<file path="src/shared/sdpe_pkg.sv">
// constants for the shared digital line, pulse generator and encoder block
package sdpe_pkg;
   // ----------------------------------------------------------------------
   // sizes
   // ----------------------------------------------------------------------
   localparam int NUM_LINES    = 26;
   localparam int NUM_GENS     = 8;
   localparam int NUM_ENCS     = 4;
   localparam int DUR_W        = 32;
   localparam int CNT_W        = 32;

   // ----------------------------------------------------------------------
   // line map on the main io connector
   // ----------------------------------------------------------------------
   localparam int ENC_LINE_BASE = 0;  // encoder k: wave a at 2k, wave b at 2k+1
   localparam int GEN_LINE_BASE = 8;  // generator g on line 8+g

   // ----------------------------------------------------------------------
   // timing
   // ----------------------------------------------------------------------
   localparam int CLK_PERIOD_NS = 100;
   localparam int DUR_UNIT_NS   = 10;
   // a longest-free unit rounds up, never below one cycle
   localparam int UNIT_CYCLES   = ((DUR_UNIT_NS + CLK_PERIOD_NS - 1) / CLK_PERIOD_NS) < 1 ? 1 :
                                  ((DUR_UNIT_NS + CLK_PERIOD_NS - 1) / CLK_PERIOD_NS);

   // ----------------------------------------------------------------------
   // reset values and encodings
   // ----------------------------------------------------------------------
   localparam logic DIR_OUT      = 1'h0;
   localparam logic DIR_IN       = 1'h1;
   localparam logic SEL_GENERAL  = 1'h0;
   localparam logic SEL_GEN      = 1'h1;
   localparam logic [1:0] STEP_NONE = 2'h0;
   localparam logic [1:0] STEP_UP   = 2'h1;
   localparam logic [1:0] STEP_DOWN = 2'h3;

   typedef enum logic [1:0] {
      SDPE_GEN_IDLE = 2'b00,
      SDPE_GEN_HIGH = 2'b01,
      SDPE_GEN_LOW  = 2'b10
   } sdpe_gen_state_e;
endpackage

</file>
<file path="src/rtl/sdpe_io.sv">
// shared digital lines with pulse generators and quadrature encoder counters
`timescale 1ns/1ps

// Contract
// (RULE_01) twenty-six digital lines, each independently input or output.
// (RULE_02) direction word bit 0 means output, 1 means input.
// (RULE_03) output word gives driven level of every output line.
// (RULE_04) software reads all twenty-six line levels as one word.
// (RULE_05) pin select chooses general line or generator output per shared pin.
// (RULE_06) selected generator alone drives its pin; direction and output ignored.
// (RULE_07) generator-driven pins stay readable through the input word.
// (RULE_08) encoder lines need no select; input lines read and feed counters.
// (RULE_09) encoder lines set as outputs feed software level into counters.
// (RULE_10) eight generators, each waveform only while its enable is set.
// (RULE_11) high phase lasts the programmed number of duration units.
// (RULE_12) low phase lasts its own separate programmed number of units.
// (RULE_13) four quadrature counters with a and b waves, readable by software.
// (RULE_14) each counter cleared while its own reset flag is asserted.
// (RULE_15) high and low duration settings are each 32 bits wide.
// (RULE_16) counters decode quadrature, up or down per edge, wrap in 32 bits.
// (RULE_17) enabled generator alternates; disabled holds low, restarts high.
// (RULE_18) line inputs pass two flip-flops before any decoding.
module sdpe_io #(
   parameter int NUM_LINES = sdpe_pkg::NUM_LINES,
   parameter int NUM_GENS  = sdpe_pkg::NUM_GENS,
   parameter int NUM_ENCS  = sdpe_pkg::NUM_ENCS,
   parameter int DUR_W     = sdpe_pkg::DUR_W,
   parameter int CNT_W     = sdpe_pkg::CNT_W
) (
   input  wire logic                      clk_sys_i,
   input  wire logic                      reset_i,
   input  wire logic [NUM_LINES-1:0]      line_in_i,
   output logic      [NUM_LINES-1:0]      line_out_o,
   output logic      [NUM_LINES-1:0]      line_oe_o,
   input  wire logic [NUM_LINES-1:0]      dir_i,
   input  wire logic [NUM_LINES-1:0]      out_word_i,
   output logic      [NUM_LINES-1:0]      in_word_o,
   input  wire logic [NUM_GENS-1:0]       pin_select_i,
   input  wire logic [NUM_GENS-1:0]       gen_enable_i,
   input  wire logic [NUM_GENS*DUR_W-1:0] gen_high_i,
   input  wire logic [NUM_GENS*DUR_W-1:0] gen_low_i,
   input  wire logic [NUM_ENCS-1:0]       enc_reset_i,
   output logic      [NUM_ENCS*CNT_W-1:0] enc_count_o
);

   // ----------------------------------------------------------------------
   // elaboration checks
   // ----------------------------------------------------------------------
   // encoder pairs and generators must fit on the lines without overlapping
   if (sdpe_pkg::ENC_LINE_BASE + 2 * NUM_ENCS > sdpe_pkg::GEN_LINE_BASE ||
       sdpe_pkg::GEN_LINE_BASE + NUM_GENS > NUM_LINES || DUR_W < 1 || CNT_W < 2) begin : g_bad_cfg
      $error("sdpe_io: line map does not fit the chosen sizes");
   end

   // ----------------------------------------------------------------------
   // functions
   // ----------------------------------------------------------------------
   // quadrature step from previous and present a/b; double jumps are ignored
   function automatic logic [1:0] quad_step(input logic [1:0] prev_ab, input logic [1:0] cur_ab);
      logic [3:0] key;
      key = {prev_ab, cur_ab};
      case (key)
         4'h1, 4'h7, 4'he, 4'h8: quad_step = sdpe_pkg::STEP_UP;
         4'h2, 4'hb, 4'hd, 4'h4: quad_step = sdpe_pkg::STEP_DOWN;
         default:                quad_step = sdpe_pkg::STEP_NONE;
      endcase
   endfunction

   // a duration of zero still lasts one unit, so the output never stalls
   function automatic logic [DUR_W-1:0] last_tick(input logic [DUR_W-1:0] dur);
      last_tick = (dur == '0) ? '0 : dur - 1'b1;
   endfunction

   // ----------------------------------------------------------------------
   // input synchroniser
   // ----------------------------------------------------------------------
   logic [NUM_LINES-1:0] sync1_r;
   logic [NUM_LINES-1:0] sync2_r;

   // two stages; only the second is read by anything else
   always_ff @(posedge clk_sys_i) begin
      if (reset_i) begin
         sync1_r <= '0;
         sync2_r <= '0;
      end else begin
         sync1_r <= line_in_i;  // see (RULE_18)
         sync2_r <= sync1_r;    // see (RULE_18)
      end
   end

   // ----------------------------------------------------------------------
   // unit tick divider
   // ----------------------------------------------------------------------
   logic [15:0] unit_cnt_r;
   logic        unit_tick;

   // one unit is a whole number of clocks; at the nominal clock it is one
   assign unit_tick = (unit_cnt_r == 16'(sdpe_pkg::UNIT_CYCLES - 1));

   always_ff @(posedge clk_sys_i) begin
      if (reset_i) begin
         unit_cnt_r <= '0;
      end else if (unit_tick) begin
         unit_cnt_r <= '0;
      end else begin
         unit_cnt_r <= unit_cnt_r + 16'h0001;
      end
   end

   // ----------------------------------------------------------------------
   // pulse generators
   // ----------------------------------------------------------------------
   sdpe_pkg::sdpe_gen_state_e gen_state_r [NUM_GENS];
   logic [DUR_W-1:0]          gen_cnt_r   [NUM_GENS];
   logic [NUM_GENS-1:0]       gen_lvl;

   for (genvar g = 0; g < NUM_GENS; g++) begin : g_gen
      logic [DUR_W-1:0] high_dur;
      logic [DUR_W-1:0] low_dur;
      assign high_dur   = gen_high_i[g*DUR_W +: DUR_W];  // see (RULE_15)
      assign low_dur    = gen_low_i[g*DUR_W +: DUR_W];   // see (RULE_15)
      assign gen_lvl[g] = (gen_state_r[g] == sdpe_pkg::SDPE_GEN_HIGH);

      // idle holds low; enable always starts a fresh high phase
      always_ff @(posedge clk_sys_i) begin
         if (reset_i) begin
            gen_state_r[g] <= sdpe_pkg::SDPE_GEN_IDLE;
            gen_cnt_r[g]   <= '0;
         end else if (!gen_enable_i[g]) begin
            gen_state_r[g] <= sdpe_pkg::SDPE_GEN_IDLE;  // see (RULE_10) (RULE_17)
            gen_cnt_r[g]   <= '0;
         end else begin
            case (gen_state_r[g])
               sdpe_pkg::SDPE_GEN_IDLE: begin
                  gen_state_r[g] <= sdpe_pkg::SDPE_GEN_HIGH;  // see (RULE_17)
                  gen_cnt_r[g]   <= '0;
               end
               sdpe_pkg::SDPE_GEN_HIGH: begin
                  if (unit_tick) begin
                     if (gen_cnt_r[g] >= last_tick(high_dur)) begin  // see (RULE_11)
                        gen_state_r[g] <= sdpe_pkg::SDPE_GEN_LOW;
                        gen_cnt_r[g]   <= '0;
                     end else begin
                        gen_cnt_r[g] <= gen_cnt_r[g] + 1'b1;
                     end
                  end
               end
               sdpe_pkg::SDPE_GEN_LOW: begin
                  if (unit_tick) begin
                     if (gen_cnt_r[g] >= last_tick(low_dur)) begin  // see (RULE_12)
                        gen_state_r[g] <= sdpe_pkg::SDPE_GEN_HIGH;  // see (RULE_17)
                        gen_cnt_r[g]   <= '0;
                     end else begin
                        gen_cnt_r[g] <= gen_cnt_r[g] + 1'b1;
                     end
                  end
               end
               default: begin
                  gen_state_r[g] <= sdpe_pkg::SDPE_GEN_IDLE;
                  gen_cnt_r[g]   <= '0;
               end
            endcase
         end
      end
   end

   // ----------------------------------------------------------------------
   // pin drivers and input word
   // ----------------------------------------------------------------------
   logic [NUM_LINES-1:0] drv_lvl;
   logic [NUM_LINES-1:0] drv_oe;

   // generator ownership overrides direction and output word on shared pins
   always_comb begin
      drv_lvl = out_word_i;                                  // see (RULE_03)
      drv_oe  = ~dir_i;                                      // see (RULE_01) (RULE_02)
      for (int g = 0; g < NUM_GENS; g++) begin
         if (pin_select_i[g] == sdpe_pkg::SEL_GEN) begin     // see (RULE_05)
            drv_lvl[sdpe_pkg::GEN_LINE_BASE + g] = gen_lvl[g];  // see (RULE_06)
            drv_oe[sdpe_pkg::GEN_LINE_BASE + g]  = 1'b1;        // see (RULE_06)
         end
      end
   end

   // driven lines read back their own level, so waveforms stay visible
   always_ff @(posedge clk_sys_i) begin
      if (reset_i) begin
         line_out_o <= '0;
         line_oe_o  <= '0;
         in_word_o  <= '0;
      end else begin
         line_out_o <= drv_lvl;
         line_oe_o  <= drv_oe;
         in_word_o  <= (line_oe_o & line_out_o) | (~line_oe_o & sync2_r);  // see (RULE_04) (RULE_07)
      end
   end

   // ----------------------------------------------------------------------
   // quadrature encoders
   // ----------------------------------------------------------------------
   logic [1:0]       enc_prev_r [NUM_ENCS];
   logic [CNT_W-1:0] enc_cnt_r  [NUM_ENCS];

   for (genvar k = 0; k < NUM_ENCS; k++) begin : g_enc
      localparam int LA = sdpe_pkg::ENC_LINE_BASE + 2 * k;
      localparam int LB = LA + 1;
      logic [1:0] cur_ab;
      logic [1:0] step;

      // input lines feed the pin, output lines feed the software level
      assign cur_ab = {dir_i[LA] ? sync2_r[LA] : out_word_i[LA],   // see (RULE_08) (RULE_09)
                       dir_i[LB] ? sync2_r[LB] : out_word_i[LB]};  // see (RULE_08) (RULE_09)
      assign step   = quad_step(enc_prev_r[k], cur_ab);
      assign enc_count_o[k*CNT_W +: CNT_W] = enc_cnt_r[k];  // see (RULE_13)

      // plain add and subtract wrap naturally in the counter width
      always_ff @(posedge clk_sys_i) begin
         if (reset_i) begin
            enc_prev_r[k] <= '0;
            enc_cnt_r[k]  <= '0;
         end else begin
            enc_prev_r[k] <= cur_ab;
            if (enc_reset_i[k]) begin
               enc_cnt_r[k] <= '0;  // see (RULE_14)
            end else if (step == sdpe_pkg::STEP_UP) begin
               enc_cnt_r[k] <= enc_cnt_r[k] + 1'b1;  // see (RULE_16)
            end else if (step == sdpe_pkg::STEP_DOWN) begin
               enc_cnt_r[k] <= enc_cnt_r[k] - 1'b1;  // see (RULE_16)
            end
         end
      end
   end

endmodule

</file>
<file path="config.mk">
export PLATFORM = sky130hd
export DESIGN_NAME = sdpe_io
export DESIGN_NICKNAME = d
export VERILOG_FILES = /design/src/shared/sdpe_pkg.sv /design/src/rtl/sdpe_io.sv
export SDC_FILE = /design/constraint.sdc
export NUM_CORES = 2
export LEC_CHECK = 0
export BUFFER_PORTS_ARGS = -buffer_cell sky130_fd_sc_hd__buf_4
export CAP_MARGIN = 20
export CORE_AREA = 5 5 314 316
export DETAILED_ROUTE_END_ITERATION = 12
export DIE_AREA = 0 0 319 321
export GPL_ROUTABILITY_DRIVEN = 0
export PLACE_DENSITY = 0.75
export SLEW_MARGIN = 20
export SYNTH_ARGS = -nofsm -noshare
export SYNTH_HDL_FRONTEND = slang
export SYNTH_SLANG_ARGS = --single-unit
</file>
<file path="constraint.sdc">
create_clock -name clk_sys_i -period 13.5 [get_ports clk_sys_i]
set_input_delay 4.05 -clock clk_sys_i [delete_from_list [all_inputs] [get_ports clk_sys_i]]
set_output_delay 4.05 -clock clk_sys_i [all_outputs]
set_load 0.005 [all_outputs]
</file>
# Yosys cells after proc, flatten, opt, wreduce, memory -nomap -nowiden
# Memories as Yosys holds them, arrays and structs flattened.
# Index checks and enable logic that the tools add are counted.
# word_totals
ff_bits,146
mem_bits_rw,408
mem_bits_ro,128
input_bits,612
out_inout_bits,206
wordCells,721
n_memories,8
# mem_list
memory,depth,word_bits,read_ports,rd_ports_with_merged_regs,write_ports,line_no,source
gen_cnt_r,8,32,8,0,8,sdpe_io.sv:114,logic [DUR_W-1:0] gen_cnt_r [NUM_GENS];
enc_cnt_r,4,32,4,0,4,sdpe_io.sv:202,logic [CNT_W-1:0] enc_cnt_r [NUM_ENCS];
(no name shown),16,2,1,0,0,sdpe_io.sv:62,case (key)
(no name shown),16,2,1,0,0,sdpe_io.sv:62,
(no name shown),16,2,1,0,0,sdpe_io.sv:62,
(no name shown),16,2,1,0,0,sdpe_io.sv:62,
2 more memories,n/a,n/a,n/a,n/a,n/a,n/a,
# classes
add_sub_neg,33
n_lt_le_gt_ge,16
eq_ne,24
mux,483
bitwise,117
reduce_logical,34
# ops
op,count
32-bit 2-to-1 mux,84
"32-bit by 1-bit subtractor with 32-bit output, second input constant",20
32-bit greater-or-equal comparator,16
32-bit logical NOT,16
"32-bit by 1-bit adder with 32-bit output, second input constant",12
1-bit 2-to-1 mux,355
1-bit bitwise OR,112
2-bit 2-to-1 mux,44
26-bit AND,2
26-bit NOT,2
26-bit bitwise OR,1
"2-bit by 1-bit equality test with 1-bit output, second input constant",12
"2-bit equality test, second input constant",12
3-bit OR reduction,8
"16-bit by 1-bit adder with 16-bit output, second input constant",1
16-bit logical NOT,1
2-bit logical NOT,8
2-bit OR reduction,1

# Longest topological paths before layout
# depth
depth_word,14
depth_mapped,19
mapped_depth_nobuf,17

# Worst setup path after synthesis
# No wires, ideal clock.
# synth_timing
path_kind,input-to-reg
startpoint,input port gen_high_i[23]
endpoint,"memory gen_cnt_r[0][10], data pin"
setup_time_ps,157
t_arrival_ps,7942
t_required_ps,13343
path_slack_ps,5401
stages,16
n_path_buf,2
path_cell_list,or3_1 > or4_1 > or2_2 > nor2_1 > nand2_1 > clkbuf_1 > and2_1 > ha_1 > nand2b_1 > a2111oi_0 > nor4_1 > or4b_1 > a2111oi_0 > a21oi_1 > clkbuf_1 > nor3_1
# synth_rtl
item,line_no,source
start: declaration,sdpe_io.sv:40,"input wire logic [NUM_GENS*DUR_W-1:0] gen_high_i,"
end: declaration,sdpe_io.sv:114,

==> metrics.txt <==
Clock Skews 0.0280 ns; Pre-antenna DRT Iters 6; clock power share 39.6%; Post-route DRC 0; Pins Over Slew Limit 0; H-tree depth 3; number of synthesized flops with an enable pin 400; sequential area share after synthesis 30.2%; DRT Wirelength 167,000 µm; fmax 113 MHz; Hold Crit Class flop to flop; die width 319 µm; largest stage delay on the critical path 0.72 ns; clk_lat worst skew 0.65 ns; Total Nets Final 7,813; Setup Crit Path Kind input pin to flop; cell mode on critical path nand2_1; Post-Syn Area 0.0500 mm²; clock sinks 554; MaxCap Viol Count 0; final period utilization 65.7%; LEAKAGE 0.0262 µW; most frequent cells after synthesis 835 x nand2_1, 601 x nor2_1, 570 x ha_1; share of cells above drive strength 1 15.2%; die area 0.102 mm²; Worst setup SP type input pin; internal power 3410 µW; largest net degree at the start of global routing 77; most common cell in the netlist nand2_1; switching share of total power 28.8%; via count 48,057; Worst Tran Pin Value 1.07 ns; Worst setup EP type flop; Post-DRT Antenna Nets 0; Iter 0 DRT Violations 4,283; Hold Vio Cnt, Final 0; NetSw 1380 µW; VDD IR-drop max 0.0971 mV; clock slew at reported path FFs 0.06 ns; Root Buffer clkbuf_16; number of port buffers 817; Synth top area share 24.0%; Setup Buffers After CTS 0; status finished, final reports clean; #FFs+latches synth 554; Combinational Power Share 18.8%; Seq pwr share 41.6%; syn nets 7,054; setup TNS 0 ns; total CTS buffers 68; # rows 114; Clock Tree Buf Depth 3; cell area after placement 0.0574 mm²; effective utilization at floorplan 52.2%; WL/cell 20.9 µm; Worst EP required 13.93 ns; worst path bufs/invs 2; hold_buf cts 0; setup violators final 0; number of global-route vias before repair 45,477; Post-Syn Instances 5,872; first-pass GRT wire length 254,000 µm; design area 0.0598 mm²; area delta synth->final 19.8%; Worst EP arrival 9.30 ns; Ys Warns 0; family with the most delay on the worst path simple AND/OR/NAND/NOR gates; Core Region 0.0957 mm²; PD cells 80.1 mW/mm²; async set or reset register ratio after synthesis 0%; Critical-path top delay cell or3_1; Ports 818; initial antenna violation count 52; final global-route overflow total 0; Die Y 321 µm; RSZ-0062 raised after global routing false; synth unique cells 91; worst path cell trace buf_4 -> or4_1 -> nor4_1 -> nor3b_2 -> nand4_1 -> or3_1 -> nand2_1 -> ha_1 -> and2_0 -> a221o_1 -> a22oi_1 -> o211ai_1 -> a21oi_1 -> nand2_1 -> buf_8 -> a211oi_1; Slew headroom 27.7%; CTS tree yes; Post-CTS Resized 0; cell taking the most area after synthesis edfxtp_1; syn_area_per_cell 8.51 µm²; detailed placement HPWL 134,000 µm; GRT Overall Usage 30.7%; via/cell ratio 6.00; Area contributors post-synth edfxtp_1 24%, ha_1 14%, xor2_1 9.1%; Primary FF master, synth edfxtp_1; CP max FO 29; crit path time final 8.87 ns
## metrics by stage
| step | instances | util, % | hold slack (ns) | total power (µW) | setup slack (ns) |
|---|---|---|---|---|---|
| finish | 8005 | 62.5 | 0.435 | 4790 | 4.64 |
| global route | 7994 | 62.5 | 0.452 | 4980 | 4.37 |
| global placement | 7835 | 59.9 | 0.416 | 2890 | 4.14 |
| floorplan | 5872 | - | 0.414 | 2450 | 5.40 |
| CTS | 7959 | 62.4 | 0.438 | 4810 | 4.56 |
| detailed placement | 7835 | 59.9 | 0.424 | 2910 | 3.91 |
## sequential cells by signal (all words and copies together) (netlist names)
register,count
gen_cnt_r,256
enc_prev_r,8
line_out_o,26
in_word_o,26
sync1_r,26
gen_state_r,16
sync2_r,26
unit_cnt_r,16
enc_cnt_r,128
line_oe_o,26
## power by group through the flow
| stage | Sequential (µW) | Clock (µW) | Combinational [µW] |
|---|---|---|---|
| after floorplan | 1990 | 0 | 458 |
| final | 1990 | 1900 | 904 |
| after CTS | 1990 | 1930 | 894 |
| after detailed placement | 2030 | 0 | 888 |
| after global routing | 2000 | 1990 | 986 |
| after global placement | 2020 | 0 | 870 |
## final timing paths
check | cells after the start | to | slack [ns] | start
hold / removal | 1 | sync2_r[0] | 0.44 | sync1_r[0]
setup / recovery | 16 | gen_cnt_r[0][63] | 4.64 | gen_low_i[43]
setup reg to reg | 10 | enc_cnt_r[0][27] | 9.72 | sync2_r[1]
hold reg to reg | 1 | sync2_r[0] | 0.44 | sync1_r[0]
## cells by family (layout without fill, tap and decap cells)
family | after synthesis | count (layout) | share of synthesized area [%]
compound gates | 771 | 771 | 9.89
xor+xnor | 783 | 783 | 13.7
fa+ha+maj | 571 | 571 | 14.3
buf+inv | 273 | 1086 | 2.11
flops | 554 | 554 | 30.2
mux | 68 | 68 | 1.47
other cells | 0 | 44 | 0
simple gates | 2852 | 2852 | 28.3
## cells in the final DEF, fill, tap and decap left out, types with 129 or more instances in the layout
master    count
edfxtp_1    400
buf_4       851
nor4_1      146
nand2_1     828
a21oi_1     250
xor2_1      520
nand4_1     129
ha_1        570
nand3_1     208
dfxtp_1     154
nor2_1      601
nor3_1      315
xnor2_1     263
## routing by layer
| metal | wire [µm] | vias up | global-route usage, % |
|---|---|---|---|
| met2 | 76900 | 1936 | 50.2 |
| met5 | 92 | - | 0 |
| met4 | 7960 | 14 | 13.8 |
| met3 | 15000 | 375 | 7.34 |
| li1 | - | 22990 | - |
| met1 | 67400 | 22742 | 38.9 |
## layout make-up
| cell class | instances | area (µm²) |
|---|---|---|
| diodes | 44 | 110 |
| clock buffers | 95 | 2000 |
| clock inverters | 29 | 315 |
| fillers | 8348 | 35900 |
| inverters | 108 | 405 |
| multi-input cells | 5045 | 33900 |
| flip-flops and latches | 554 | 15100 |
| well taps | 1276 | 1600 |
| repair buffers | 854 | 6430 |
Power figures use the tool's default switching activity.
